`src/rtl/adc_ctl_defines.svh`:
```
// Purpose: Offsets, field positions, reset values and timing counts of the converter control
// Assumes: One 25 MHz clock; byte-wide registers on a plain strobe port
// Notes:   Summary of operation sits below
//
// Summary of operation
// - Reference select high picks external reference pin
// - Divider code 000..110 gives divide 1..64
// - Set pin enable makes that pin analog input
// - All pin enables reset to one
// - Conversion starts on start bit high-then-low
// - Start held high keeps converter reset, pending set
// - Hardware clears pending flag at conversion end
// - Conversion end sets request; enabled raises interrupt
// - Conversion lasts sixteen converter clock periods
// - Reference select claims shared pin, disables others
// - Analog pin drops pull-high and other functions
// - Analog enable overrides port direction setting
// - Result is twelve bits, full scale fff
// - Align bit zero left-justifies, one right-justifies
// - Unused result bits read as zero
// - Bandgap select routes bandgap, drops external channels
`ifndef ADC_CTL_DEFINES_SVH
`define ADC_CTL_DEFINES_SVH

// ==========================================================
// Register offsets
`define OFS_RESULT_LOW      3'h0
`define OFS_RESULT_HIGH     3'h1
`define OFS_CTRL_ZERO       3'h2
`define OFS_CTRL_ONE        3'h3
`define OFS_PIN_EN_LOW      3'h4
`define OFS_PIN_EN_HIGH     3'h5
`define OFS_IRQ_CTRL        3'h6

// ==========================================================
// Field positions
`define BIT_START           7
`define BIT_PENDING         6
`define BIT_POWER_DOWN      5
`define BIT_ALIGN           4
`define BIT_BANDGAP_SEL     7
`define BIT_BANDGAP_EN      6
`define BIT_REF_SEL         4
`define BIT_IRQ_FLAG        0
`define BIT_IRQ_EN          1
`define BIT_GLOBAL_EN       2

// ==========================================================
// Reset values
`define RST_CTRL_ZERO       8'h60
`define RST_CTRL_ONE        8'h00
`define RST_PIN_EN          8'hff

// ==========================================================
// Timing
`define CONV_PERIODS        5'h10
`define DIV_CODE_MAX        3'h6

`endif

```
`src/rtl/adc_ctl_pkg.sv`:
```
// Purpose: Types of the converter control
// Assumes: Constants live in the defines header
// Notes:   One-hot state codes
package adc_ctl_pkg;
  typedef enum logic [2:0] {
    ST_IDLE  = 3'b001,
    ST_RESET = 3'b010,
    ST_CONV  = 3'b100
  } conv_state_t;
endpackage : adc_ctl_pkg

```
`src/rtl/adc_sequencer_control.sv`:
```
// Purpose: Control of a 12-bit converter: registers, start protocol, timing, pin enables
// Assumes: Converter core returns a 12-bit sample when told to latch
// Notes:   Register reads answer one cycle after the strobe
//
// Implementation choices: the plain strobed port and the register addresses.
`timescale 1ns/1ps
`default_nettype none
`include "adc_ctl_defines.svh"
module adc_sequencer_control
  import adc_ctl_pkg::*;
#(
  parameter int NUM_PINS = 16
) (
  input  wire logic                I_REF_CLK,
  input  wire logic                I_RST_B,
  input  wire logic [2:0]          I_ADDR,
  input  wire logic [7:0]          I_WDATA,
  input  wire logic                I_WR,
  input  wire logic                I_RD,
  output logic      [7:0]          O_RDATA,
  input  wire logic [11:0]         I_SAMPLE,
  input  wire logic [NUM_PINS-1:0] I_PORT_DIR_INPUT,
  input  wire logic [NUM_PINS-1:0] I_PORT_PULL_EN,
  output logic                     O_CONV_RESET,
  output logic                     O_CONV_CLK_EN,
  output logic                     O_POWER_DOWN,
  output logic                     O_REF_EXTERNAL,
  output logic                     O_REF_PIN_CLAIM,
  output logic                     O_BANDGAP_ROUTE,
  output logic                     O_BANDGAP_EN,
  output logic                     O_EXT_CHANNEL_EN,
  output logic      [3:0]          O_CHANNEL,
  output logic      [NUM_PINS-1:0] O_PIN_ANALOG,
  output logic      [NUM_PINS-1:0] O_PIN_DIGITAL_EN,
  output logic      [NUM_PINS-1:0] O_PIN_DIR_INPUT,
  output logic      [NUM_PINS-1:0] O_PIN_PULL_EN,
  output logic                     O_IRQ
);
  // ==========================================================
  // Parameter check
  if (NUM_PINS < 1 || NUM_PINS > 16) begin : g_bad_pins
    $error("NUM_PINS must be 1 to 16");
  end

  // ==========================================================
  // Registers
  // Reset images of the control bytes, so single bits can be picked out
  localparam logic [7:0] CTRL0_RST = `RST_CTRL_ZERO;
  localparam logic [7:0] CTRL1_RST = `RST_CTRL_ONE;
  logic        start_bit;
  logic        power_down;
  logic        align_right;
  logic [3:0]  channel_select;
  logic        bandgap_input_select;
  logic        bandgap_en;
  logic        ref_source_select;
  logic [2:0]  conv_clock_divider;
  logic [7:0]  analog_pin_enable_low;
  logic [7:0]  analog_pin_enable_high;
  logic        irq_flag;
  logic        converter_irq_enable;
  logic        global_irq_enable;
  logic [11:0] result;
  logic        start_prev;
  logic [4:0]  period_cnt;
  conv_state_t state;
  conv_state_t next_state;

  // ==========================================================
  // Decode
  logic        wr_ctrl0;
  logic        wr_ctrl1;
  logic        wr_pin_lo;
  logic        wr_pin_hi;
  logic        wr_irq;
  logic        next_start;
  logic        start_rise;
  logic        start_fall;
  logic        conv_tick;
  logic        conv_done;
  logic [15:0] pin_enables;
  logic [7:0]  result_low_byte;
  logic [7:0]  result_high_byte;
  logic [7:0]  ctrl0_rd;
  logic [7:0]  ctrl1_rd;
  logic [7:0]  irq_rd;
  logic [7:0]  next_rdata;

  assign wr_ctrl0  = I_WR && (I_ADDR == `OFS_CTRL_ZERO);
  assign wr_ctrl1  = I_WR && (I_ADDR == `OFS_CTRL_ONE);
  assign wr_pin_lo = I_WR && (I_ADDR == `OFS_PIN_EN_LOW);
  assign wr_pin_hi = I_WR && (I_ADDR == `OFS_PIN_EN_HIGH);
  assign wr_irq    = I_WR && (I_ADDR == `OFS_IRQ_CTRL);

  assign next_start = wr_ctrl0 ? I_WDATA[`BIT_START] : start_bit;
  assign start_rise = start_bit && !start_prev;
  assign start_fall = !start_bit && start_prev;
  // A start in the last period aborts, so it must not raise the request
  assign conv_done  = (state == ST_CONV) && conv_tick && !start_bit
                      && (period_cnt == `CONV_PERIODS - 5'h01);

  // ==========================================================
  // Sequencer
  always_comb begin
    next_state = state;
    unique case (state)
      ST_IDLE: begin
        if (start_rise)
          next_state = ST_RESET;
      end
      ST_RESET: begin
        if (start_fall)
          next_state = ST_CONV;
      end
      ST_CONV: begin
        if (start_bit)
          next_state = ST_RESET;
        else if (conv_done)
          next_state = ST_IDLE;
      end
      default: next_state = ST_IDLE;
    endcase
  end

  always_ff @(posedge I_REF_CLK or negedge I_RST_B) begin
    if (!I_RST_B) begin
      state      <= ST_IDLE;
      start_prev <= 1'b0;
      period_cnt <= 5'h00;
    end else begin
      state      <= next_state;
      start_prev <= start_bit;
      if (state != ST_CONV)
        period_cnt <= 5'h00;
      else if (conv_tick)
        period_cnt <= period_cnt + 5'h01;
    end
  end

  adc_clk_div u_div (
    .i_clk     (I_REF_CLK),
    .i_rst_b   (I_RST_B),
    .i_restart (state != ST_CONV),
    .i_code    (conv_clock_divider),
    .o_tick    (conv_tick)
  );

  // ==========================================================
  // Control registers
  always_ff @(posedge I_REF_CLK or negedge I_RST_B) begin
    if (!I_RST_B) begin
      start_bit      <= CTRL0_RST[`BIT_START];
      power_down     <= CTRL0_RST[`BIT_POWER_DOWN];
      align_right    <= CTRL0_RST[`BIT_ALIGN];
      channel_select <= CTRL0_RST[3:0];
    end else if (wr_ctrl0) begin
      start_bit      <= next_start;
      power_down     <= I_WDATA[`BIT_POWER_DOWN];
      align_right    <= I_WDATA[`BIT_ALIGN];
      channel_select <= I_WDATA[3:0];
    end
  end

  always_ff @(posedge I_REF_CLK or negedge I_RST_B) begin
    if (!I_RST_B) begin
      bandgap_input_select <= CTRL1_RST[`BIT_BANDGAP_SEL];
      bandgap_en           <= CTRL1_RST[`BIT_BANDGAP_EN];
      ref_source_select    <= CTRL1_RST[`BIT_REF_SEL];
      conv_clock_divider   <= CTRL1_RST[2:0];
    end else if (wr_ctrl1) begin
      bandgap_input_select <= I_WDATA[`BIT_BANDGAP_SEL];
      bandgap_en           <= I_WDATA[`BIT_BANDGAP_EN];
      ref_source_select    <= I_WDATA[`BIT_REF_SEL];
      conv_clock_divider   <= I_WDATA[2:0];
    end
  end

  always_ff @(posedge I_REF_CLK or negedge I_RST_B) begin
    if (!I_RST_B) begin
      analog_pin_enable_low  <= `RST_PIN_EN;
      analog_pin_enable_high <= `RST_PIN_EN;
    end else begin
      if (wr_pin_lo)
        analog_pin_enable_low <= I_WDATA;
      if (wr_pin_hi)
        analog_pin_enable_high <= I_WDATA;
    end
  end

  // Hardware set wins over a software clear in the same cycle
  always_ff @(posedge I_REF_CLK or negedge I_RST_B) begin
    if (!I_RST_B) begin
      irq_flag             <= 1'b0;
      converter_irq_enable <= 1'b0;
      global_irq_enable    <= 1'b0;
    end else begin
      if (conv_done)
        irq_flag <= 1'b1;
      else if (wr_irq)
        irq_flag <= I_WDATA[`BIT_IRQ_FLAG];
      if (wr_irq) begin
        converter_irq_enable <= I_WDATA[`BIT_IRQ_EN];
        global_irq_enable    <= I_WDATA[`BIT_GLOBAL_EN];
      end
    end
  end

  // Both bytes come from one capture so a read never mixes two samples
  always_ff @(posedge I_REF_CLK or negedge I_RST_B) begin
    if (!I_RST_B)
      result <= 12'h000;
    else if (conv_done)
      result <= I_SAMPLE;
  end

  // ==========================================================
  // Read path
  assign result_high_byte = align_right ? {4'h0, result[11:8]}
                                        : result[11:4];
  assign result_low_byte  = align_right ? result[7:0]
                                        : {result[3:0], 4'h0};
  assign ctrl0_rd = {start_bit, ((state != ST_IDLE) || start_bit), power_down,
                     align_right, channel_select};
  assign ctrl1_rd = {bandgap_input_select, bandgap_en, 1'b0, ref_source_select,
                     1'b0, conv_clock_divider};
  assign irq_rd   = {5'h00, global_irq_enable, converter_irq_enable, irq_flag};

  always_comb begin
    next_rdata = 8'h00;
    unique case (I_ADDR)
      `OFS_RESULT_LOW:  next_rdata = result_low_byte;
      `OFS_RESULT_HIGH: next_rdata = result_high_byte;
      `OFS_CTRL_ZERO:   next_rdata = ctrl0_rd;
      `OFS_CTRL_ONE:    next_rdata = ctrl1_rd;
      `OFS_PIN_EN_LOW:  next_rdata = analog_pin_enable_low;
      `OFS_PIN_EN_HIGH: next_rdata = analog_pin_enable_high;
      `OFS_IRQ_CTRL:    next_rdata = irq_rd;
      default:          next_rdata = 8'h00;
    endcase
  end

  always_ff @(posedge I_REF_CLK or negedge I_RST_B) begin
    if (!I_RST_B)
      O_RDATA <= 8'h00;
    else if (I_RD)
      O_RDATA <= next_rdata;
    else
      O_RDATA <= 8'h00;
  end

  // ==========================================================
  // Converter and pin outputs
  // Start high resets the core at once, a cycle before the state follows
  assign O_CONV_RESET     = (state != ST_CONV) || start_bit;
  assign O_CONV_CLK_EN    = (state == ST_CONV) && conv_tick && !start_bit;
  assign O_POWER_DOWN     = power_down;
  assign O_REF_EXTERNAL   = ref_source_select;
  assign O_REF_PIN_CLAIM  = ref_source_select;
  assign O_BANDGAP_ROUTE  = bandgap_input_select;
  assign O_BANDGAP_EN     = bandgap_en;
  assign O_EXT_CHANNEL_EN = !bandgap_input_select;
  assign O_CHANNEL        = channel_select;
  assign O_IRQ            = irq_flag && converter_irq_enable && global_irq_enable;

  assign pin_enables = {analog_pin_enable_high, analog_pin_enable_low};

  for (genvar p = 0; p < NUM_PINS; p++) begin : g_pin
    adc_pin_mux u_pin (
      .i_analog_en  (pin_enables[p]),
      .i_dir_input  (I_PORT_DIR_INPUT[p]),
      .i_pull_en    (I_PORT_PULL_EN[p]),
      .o_analog_sel (O_PIN_ANALOG[p]),
      .o_digital_en (O_PIN_DIGITAL_EN[p]),
      .o_dir_input  (O_PIN_DIR_INPUT[p]),
      .o_pull_en    (O_PIN_PULL_EN[p])
    );
  end
endmodule : adc_sequencer_control
`default_nettype wire

```
`src/rtl/adc_clk_div.sv`:
```
// Purpose: Converter clock enable from the system clock
// Assumes: Code 111 never written by software
// Notes:   Restart aligns the first period to the conversion start
`timescale 1ns/1ps
`default_nettype none
`include "adc_ctl_defines.svh"
module adc_clk_div (
  input  wire logic       i_clk,
  input  wire logic       i_rst_b,
  input  wire logic       i_restart,
  input  wire logic [2:0] i_code,
  output logic            o_tick
);
  logic [5:0] cnt;
  logic [5:0] limit;
  // ==========================================================
  // Divide select
  assign limit  = 6'((7'h01 << i_code) - 7'h01);
  assign o_tick = (cnt >= limit) && !i_restart;   // 111 falls back to 64

  always_ff @(posedge i_clk or negedge i_rst_b) begin
    if (!i_rst_b)
      cnt <= 6'h00;
    else if (i_restart || o_tick)
      cnt <= 6'h00;
    else
      cnt <= cnt + 6'h01;
  end
endmodule : adc_clk_div
`default_nettype wire

```
`src/rtl/adc_pin_mux.sv`:
```
// Purpose: Per-pin function control from the analog enables
// Assumes: Port logic outside takes these overrides
// Notes:   One instance per shared pin
`timescale 1ns/1ps
`default_nettype none
module adc_pin_mux (
  input  wire logic i_analog_en,
  input  wire logic i_dir_input,
  input  wire logic i_pull_en,
  output logic      o_analog_sel,
  output logic      o_digital_en,
  output logic      o_dir_input,
  output logic      o_pull_en
);
  // ==========================================================
  // Pin override
  assign o_analog_sel = i_analog_en;
  assign o_digital_en = !i_analog_en;
  assign o_pull_en    = i_pull_en && !i_analog_en;
  assign o_dir_input  = i_dir_input || i_analog_en;
endmodule : adc_pin_mux
`default_nettype wire

```
`config.mk`:
```
export PLATFORM = sky130hd
export DESIGN_NAME = adc_sequencer_control
export DESIGN_NICKNAME = d
export VERILOG_FILES = /design/src/rtl/adc_ctl_pkg.sv /design/src/rtl/adc_sequencer_control.sv /design/src/rtl/adc_clk_div.sv /design/src/rtl/adc_pin_mux.sv
export VERILOG_INCLUDE_DIRS = /design/src /design/src/rtl
export SDC_FILE = /design/constraint.sdc
export NUM_CORES = 1
export LEC_CHECK = 0
export BUFFER_PORTS_ARGS = -buffer_cell sky130_fd_sc_hd__clkbuf_2
export CORE_UTILIZATION = 50
export DETAILED_ROUTE_END_ITERATION = 7
export PLACE_DENSITY_LB_ADDON = 0.12
export SETUP_SLACK_MARGIN = 0.05
export SLEW_MARGIN = 30
export SYNTH_ARGS = -nofsm -noshare
export SYNTH_HDL_FRONTEND = slang
export SYNTH_SLANG_ARGS = --single-unit
```
`constraint.sdc`:
```
create_clock -name I_REF_CLK -period 2.9 [get_ports I_REF_CLK]
set_input_delay 0.145 -clock I_REF_CLK [delete_from_list [all_inputs] [get_ports I_REF_CLK]]
set_output_delay 0.145 -clock I_REF_CLK [all_outputs]
set_load 0.01 [all_outputs]
```
Word-level counts from Yosys, hierarchy flattened
Cells that the tools add are included.
{ "word_totals": {"register_bits": 67, "in_bits": 59, "out_inout_bits": 85} }
{ "classes": {"add_sub_neg": 3, "n_lt_le_gt_ge": 1, "eq_ne": 15, "n_shift": 1, "muxes": 14, "n_reduce_logical": 72} }
{ "ops": {"columns": ["operator", "n"], "rows": [
  ["one-hot mux 8 bit (7 select lines)", 1],
  ["logical AND 1 bit", 29],
  ["2-to-1 mux 8 bit", 3],
  ["zero test 1 bit", 20],
  ["logical OR 1 bit", 19],
  ["== test 3 bit (second input constant)", 4],
  ["2-to-1 mux 3 bit", 4],
  ["2-to-1 mux 5 bit", 2],
  ["== test 3 x 2 -> 1 bit (second input constant)", 3],
  ["one-hot mux 3 bit (3 select lines)", 1],
  ["adder 6 x 1 -> 6 bit (second input constant)", 1],
  ["== test 3 x 1 -> 1 bit (second input constant)", 2],
  [">= comparator 6 bit", 1],
  ["2-to-1 mux 6 bit", 1],
  ["inequality test 3 bit (second input constant)", 2],
  ["left shift 1 x 3 -> 6 bit (first input constant)", 1],
  ["subtractor 6 x 1 -> 6 bit (second input constant)", 1],
  ["adder 5 x 1 -> 5 bit (second input constant)", 1],
  ["== test 5 x 4 -> 1 bit (second input constant)", 1],
  ["inequality test 2 bit (second input constant)", 2],
  ["nonzero test 2 bit", 2],
  ["zero test 3 bit", 1],
  ["inequality test 3 x 1 -> 1 bit (second input constant)", 1],
  ["AND reduction 3 bit", 1],
  ["2-to-1 mux 1 bit", 2]
]} }

Depth between registers and ports, before layout
{ "logic_depth": {"word_depth": 10, "ltp_mapped": 9, "mapped_depth_nobuf": 7} }

Modules after synthesis
Synthesis repeated with hierarchy kept, for this count alone.
{ "unflattened": {"cells_unflattened": 347, "hier_area_um2": 3772.4} }
{ "modules_own_cells": {"columns": ["mod", "instances", "cells_per_inst", "area_each_um2", "seq_area_each_um2"], "rows": [
  ["adc_sequencer_control", 1, 237, 2926.6, 1549.0],
  ["adc_clk_div", 1, 46, 465.4, 150.1],
  ["adc_pin_mux", 16, 4, 23.8, 0.0]
]} }

Worst setup path before layout
No wires, ideal clock.
{ "synth_timing": {"path_kind": "register to register", "from": "register conv_clock_divider[2]", "to": "register result[10]", "setup_time_ns": 0.125, "arrival_ns": 2.152, "required_time_ns": 2.775, "slack_ns": 0.623, "path_stages_with_launch": 10, "path_buffers": 2, "synth_period_minus_slack_ns": 2.277, "cell_sequence": "dfrtp_1 > or3_1 > ha_1 > nand2b_4 > a21oi_2 > o221ai_2 > and3_1 > buf_6 > buf_6 > mux2_4"} }
{ "synth_via": {"elab_chain_len": 7} }
{ "synth_rtl": {"columns": ["element", "line_no", "source"], "rows": [
  ["start: declaration", "adc_sequencer_control.sv:57", "logic [2:0] conv_clock_divider;"],
  ["start signal: assignment", "adc_sequencer_control.sv:169", "conv_clock_divider <= CTRL1_RST[2:0];"],
  ["start signal: assignment", "adc_sequencer_control.sv:174", "conv_clock_divider <= I_WDATA[2:0];"],
  ["left shift 1 x 3 -> 6 bit", "adc_clk_div.sv:18", "assign limit = 6'((7'h01 << i_code) - 7'h01);"],
  ["subtractor 6 x 1 -> 6 bit", "adc_clk_div.sv:18", null],
  [">= comparator 6 bit", "adc_clk_div.sv:19", "assign o_tick = (cnt >= limit) && !i_restart;"],
  ["logical AND 1 bit", "adc_clk_div.sv:19", null],
  ["logical AND 1 bit (3 in series)", "adc_sequencer_control.sv:99", "assign conv_done = (state == ST_CONV) && conv_tick && !start_bit"],
  ["end signal: assignment", "adc_sequencer_control.sv:211", "result <= 12'h000;"],
  ["end signal: assignment", "adc_sequencer_control.sv:213", "result <= I_SAMPLE;"],
  ["end: declaration", "adc_sequencer_control.sv:63", "logic [11:0] result;"]
]} }
Every way passes these cells.
A chain may end at the register's enable or synchronous reset.

Worst setup path after layout
{ "layout_timing": {"from": "register conv_clock_divider[2]", "to": "output O_CONV_CLK_EN"} }
{ "layout_via": {"elab_chain_len": 6} }
{ "layout_rtl": {"columns": ["element", "line_no", "source"], "rows": [
  ["left shift 1 x 3 -> 6 bit", "adc_clk_div.sv:18", null],
  ["subtractor 6 x 1 -> 6 bit", "adc_clk_div.sv:18", null],
  [">= comparator 6 bit", "adc_clk_div.sv:19", null],
  ["logical AND 1 bit", "adc_clk_div.sv:19", null],
  ["logical AND 1 bit (2 in series)", "adc_sequencer_control.sv:255", "assign O_CONV_CLK_EN = (state == ST_CONV) && conv_tick && !start_bit;"],
  ["end: declaration", "adc_sequencer_control.sv:25", "output logic O_CONV_CLK_EN,"]
]} }
Every way passes these cells.

==> impl_results.md <==
- Status: completed
- Switching Fraction: 30.89%
- CTS H-Tree Depth: 3
- Clock sink count: 67
- Clk_lat worst skew: 0.35 ns
- Share of the synthesized area in the top cell type: 30.06%
- Worst flop-to-flop path endpoint: result[0]
- Top_reg_cell synth: dfrtp_1
- Met3 Routed Length: 461 um
- Unrepaired setup endpoints after global routing: no
- Sw Pwr: 0.0008843 W
- Slowest CP cell: dfrtp_1
- IR drop worst, VDD: 238.1 uV
- Worst Tran Pin Value: 0.5946 ns
- Internal power: 0.001979 W
- Synth Register Bits: 67
- Buf/Inv on CP: 2
- Final WL: 8.878 mm
- Crit path max fanout: 10
- Drt pass-1 iters: 4
- Hpwl dp: 6.669 mm
- WP data arrival: 2.32 ns
- 1st-iter DRT viols: 130
- Post-CTS setup buffers: 0
- Cts repair resizes: 0
- Layout area overhead: 14.17%
- Core Box Area: 7807 um2
- Mapped Area: 4079 um2
- Ys Warns: 0
- Initial core utilization: 52.24%
- Final ANT Viol Nets: 0
- DP Cell Count: 583
- Final period utilization: 84.83%
- Highest routed layer: met4
- Synth area leader: dfrtp_1
- Via density per instance: 5.106
- Cells along the critical path: or3_1, ha_1, nand2b_4, a21oi_2, o221ai_2, buf_4, and2_1, clkbuf_2
- Hold Path Origin: I_WDATA[6]
- Initial antenna violation count: 0
- Combinational share of power: 25.3%
- Row count: 32
- Met2 WL post-DR: 4.262 mm
- Global-route wire length before repair: 14.04 mm
- Post-Layout Cell Count: 602
- Max Fclk: 406.5 MHz
- Synth Area per Inst: 9.852 um2
- Critical path required time: 2.76 ns
- Relative slew margins: 60.36%
- Lkg Pwr: 2.334 nW
- Hold Path Sink: analog_pin_enable_low[6]
- Worst-path clk slew: 0.07 ns
- Vias in the first global route: 2880
- Cell variety after synth: 52
- Final setup viols: 0
- Worst Skew: 0.007645 ns
- Layout cells sized above 1: 48.00%
- Pwr dens: 614.8 nW/um2
- Cells after Synth: 414
- FILL cells: 714
- Largest net degree at the start of global routing: 33
- Sequential area share after synthesis: 41.66%
- Max Cap Violations: 0
- CTS tree: built
- Syn_nets: 482
- Gr usage total: 21.84%
- R2R cell count: 8
- Synth top cells by count: buf_4 (65), dfrtp_1 (49), inv_1 (28), mux2_2 (27), nand2_1 (23)
- Residual DRC: 0
- Worst Setup End Kind: output pin
- DRT met1 WL: 4.009 mm
- Crit Path Category: register to output pin
- Antenna diodes: 0
- Clock power share: 31.2%
- RR Startpoint: conv_clock_divider[2]
- Crit-path leading delay family: simple AND/OR/NAND/NOR gates
- Final GP Congestion: 0.7964
- Tmin final: 2.460 ns
- Routed vias: 3074
- Total die area: 8523 um2
- Number of flops mapped to enable cells by yosys: 0
- I/O Buffers: 143
- Setup TNS: 0 ns
- Wirelength per Cell: 14.75 um
- Die Width: 92.32 um
- Die Y: 92.32 um
- CTS Hold Bufs: 3
- Final hold violation count: 0
- Max-slew violations: 0
- Max Buffers Root-to-Sink: 2
- Nets: 563
- GR Overflow Total: 0
- Ys async rst share: 100.0%
- Reg2reg setup slack: 0.59 ns
- Setup crit start kind: register
- Hold WC Path Type: input port to register
- Slowest stage delay, CP: 0.45 ns
- CTS Buf Count: 9
- Hold depth: 3
- Ports: 144
- CTS root buffer: clkbuf_8
- Register share of total power: 43.5%
- Most frequent cell after synthesis: buf_4
- Ranking of synthesized cells by area: dfrtp_1 (30%), buf_4 (12%), dfstp_2 (12%), mux2_2 (7.5%), ha_1 (2.8%)
-- layout by cell type, fill, tap and decap left out, types with 7 or more instances in the layout --
| cell type | n |
|---|---|
| mux2i_1 | 11 |
| a21oi_1 | 16 |
| inv_1 | 28 |
| mux2_4 | 7 |
| nor2_1 | 19 |
| mux2_2 | 27 |
| dfrtp_1 | 49 |
| nand3_1 | 10 |
| clkbuf_8 | 11 |
| ha_1 | 9 |
| nand2_1 | 23 |
| dfstp_2 | 18 |
| or2_2 | 16 |
| o21ai_0 | 21 |
| nor2b_1 | 17 |
| clkbuf_2 | 142 |
-- per-layer routing --
metal	track usage, %	vias up
li1	-	1502
met1	28.43	1463
met2	35.43	98
met3	4.105	11
met4	9.766	0
met5	0	-
-- cells by family (layout without fill, tap and decap cells) --
family	count (synthesis)	after routing	synth area share [%]
mux	45	45	12.73
compound gates	64	64	9.877
fa+ha+maj	9	9	2.761
buf+inv	111	197	16.90
flops	67	67	41.66
xor+xnor	5	5	1.074
simple gates	113	113	15.00
-- area by class of cell --
cell class | count | area (um2) | area share (%)
inverter | 29 | 108.9 | 2.337
sequential | 67 | 1699 | 36.49
multi-input combinational | 236 | 1690 | 36.30
clock buffer | 12 | 155.1 | 3.332
tap | 102 | 127.6 | 2.740
clock inverter | 4 | 72.57 | 1.558
timing repair buffer | 152 | 803.3 | 17.25
-- state kept, by name, indices dropped and copies added, names as in the netlist --
| name | count |
|---|---|
| result | 12 |
| state | 3 |
| O_BANDGAP_ROUTE | 1 |
| conv_clock_divider | 3 |
| u_div.cnt | 6 |
| O_POWER_DOWN | 1 |
| O_RDATA | 8 |
| period_cnt | 5 |
| align_right | 1 |
| O_BANDGAP_EN | 1 |
| irq_flag | 1 |
| O_REF_EXTERNAL | 1 |
| converter_irq_enable | 1 |
| analog_pin_enable_high | 8 |
| global_irq_enable | 1 |
| start_prev | 1 |
| O_CHANNEL | 4 |
| start_bit | 1 |
| analog_pin_enable_low | 8 |
-- per-stage QoR --
step / area [um2] / total power [W] / hold WS (ns) / utilization [%] / worst slack [ns]
global placement: 4399 / 0.001970 / 0.07316 / 56.35 / 0.6100
finish: 4657 / 0.002863 / 0.01626 / 59.65 / 0.4399
CTS: 4657 / 0.002892 / 0.002469 / 59.65 / 0.4180
global route: 4657 / 0.003017 / 0.01152 / 59.65 / 0.2969
floorplan: 4079 / 0.001869 / -0.1506 / - / 0.6231
detailed placement: 4399 / 0.001991 / 0.07257 / 56.35 / 0.5823
-- worst max-delay path by stage --
stage                     slack (ns)            end             startpoint  depth (start not counted)
after floorplan                 0.62     result[10]  conv_clock_divider[2]                          9
after global placement          0.61      result[0]  conv_clock_divider[2]                          8
after detailed placement        0.58      result[1]  conv_clock_divider[2]                          8
after CTS                       0.42  O_CONV_CLK_EN  conv_clock_divider[2]                          8
after global routing            0.30  O_CONV_CLK_EN  conv_clock_divider[2]                          8
final                           0.44  O_CONV_CLK_EN  conv_clock_divider[2]                          8
-- tightest hold or removal path: stages --
cell	delay, ns
clkbuf_2	0.10
nand2_1	0.05
o21ai_0	0.07
-- power by group through the flow --
| stage | registers (W) | clock network, W | logic (W) |
|---|---|---|---|
| final | 0.00125 | 0.000892 | 0.000725 |
| after global routing | 0.00127 | 0.000945 | 0.000803 |
| after CTS | 0.00124 | 0.000912 | 0.000735 |
| after detailed placement | 0.00126 | 0 | 0.000729 |
| after global placement | 0.00125 | 0 | 0.000718 |
| after floorplan | 0.00123 | 0 | 0.000639 |
Power figures use the tool's default switching activity.
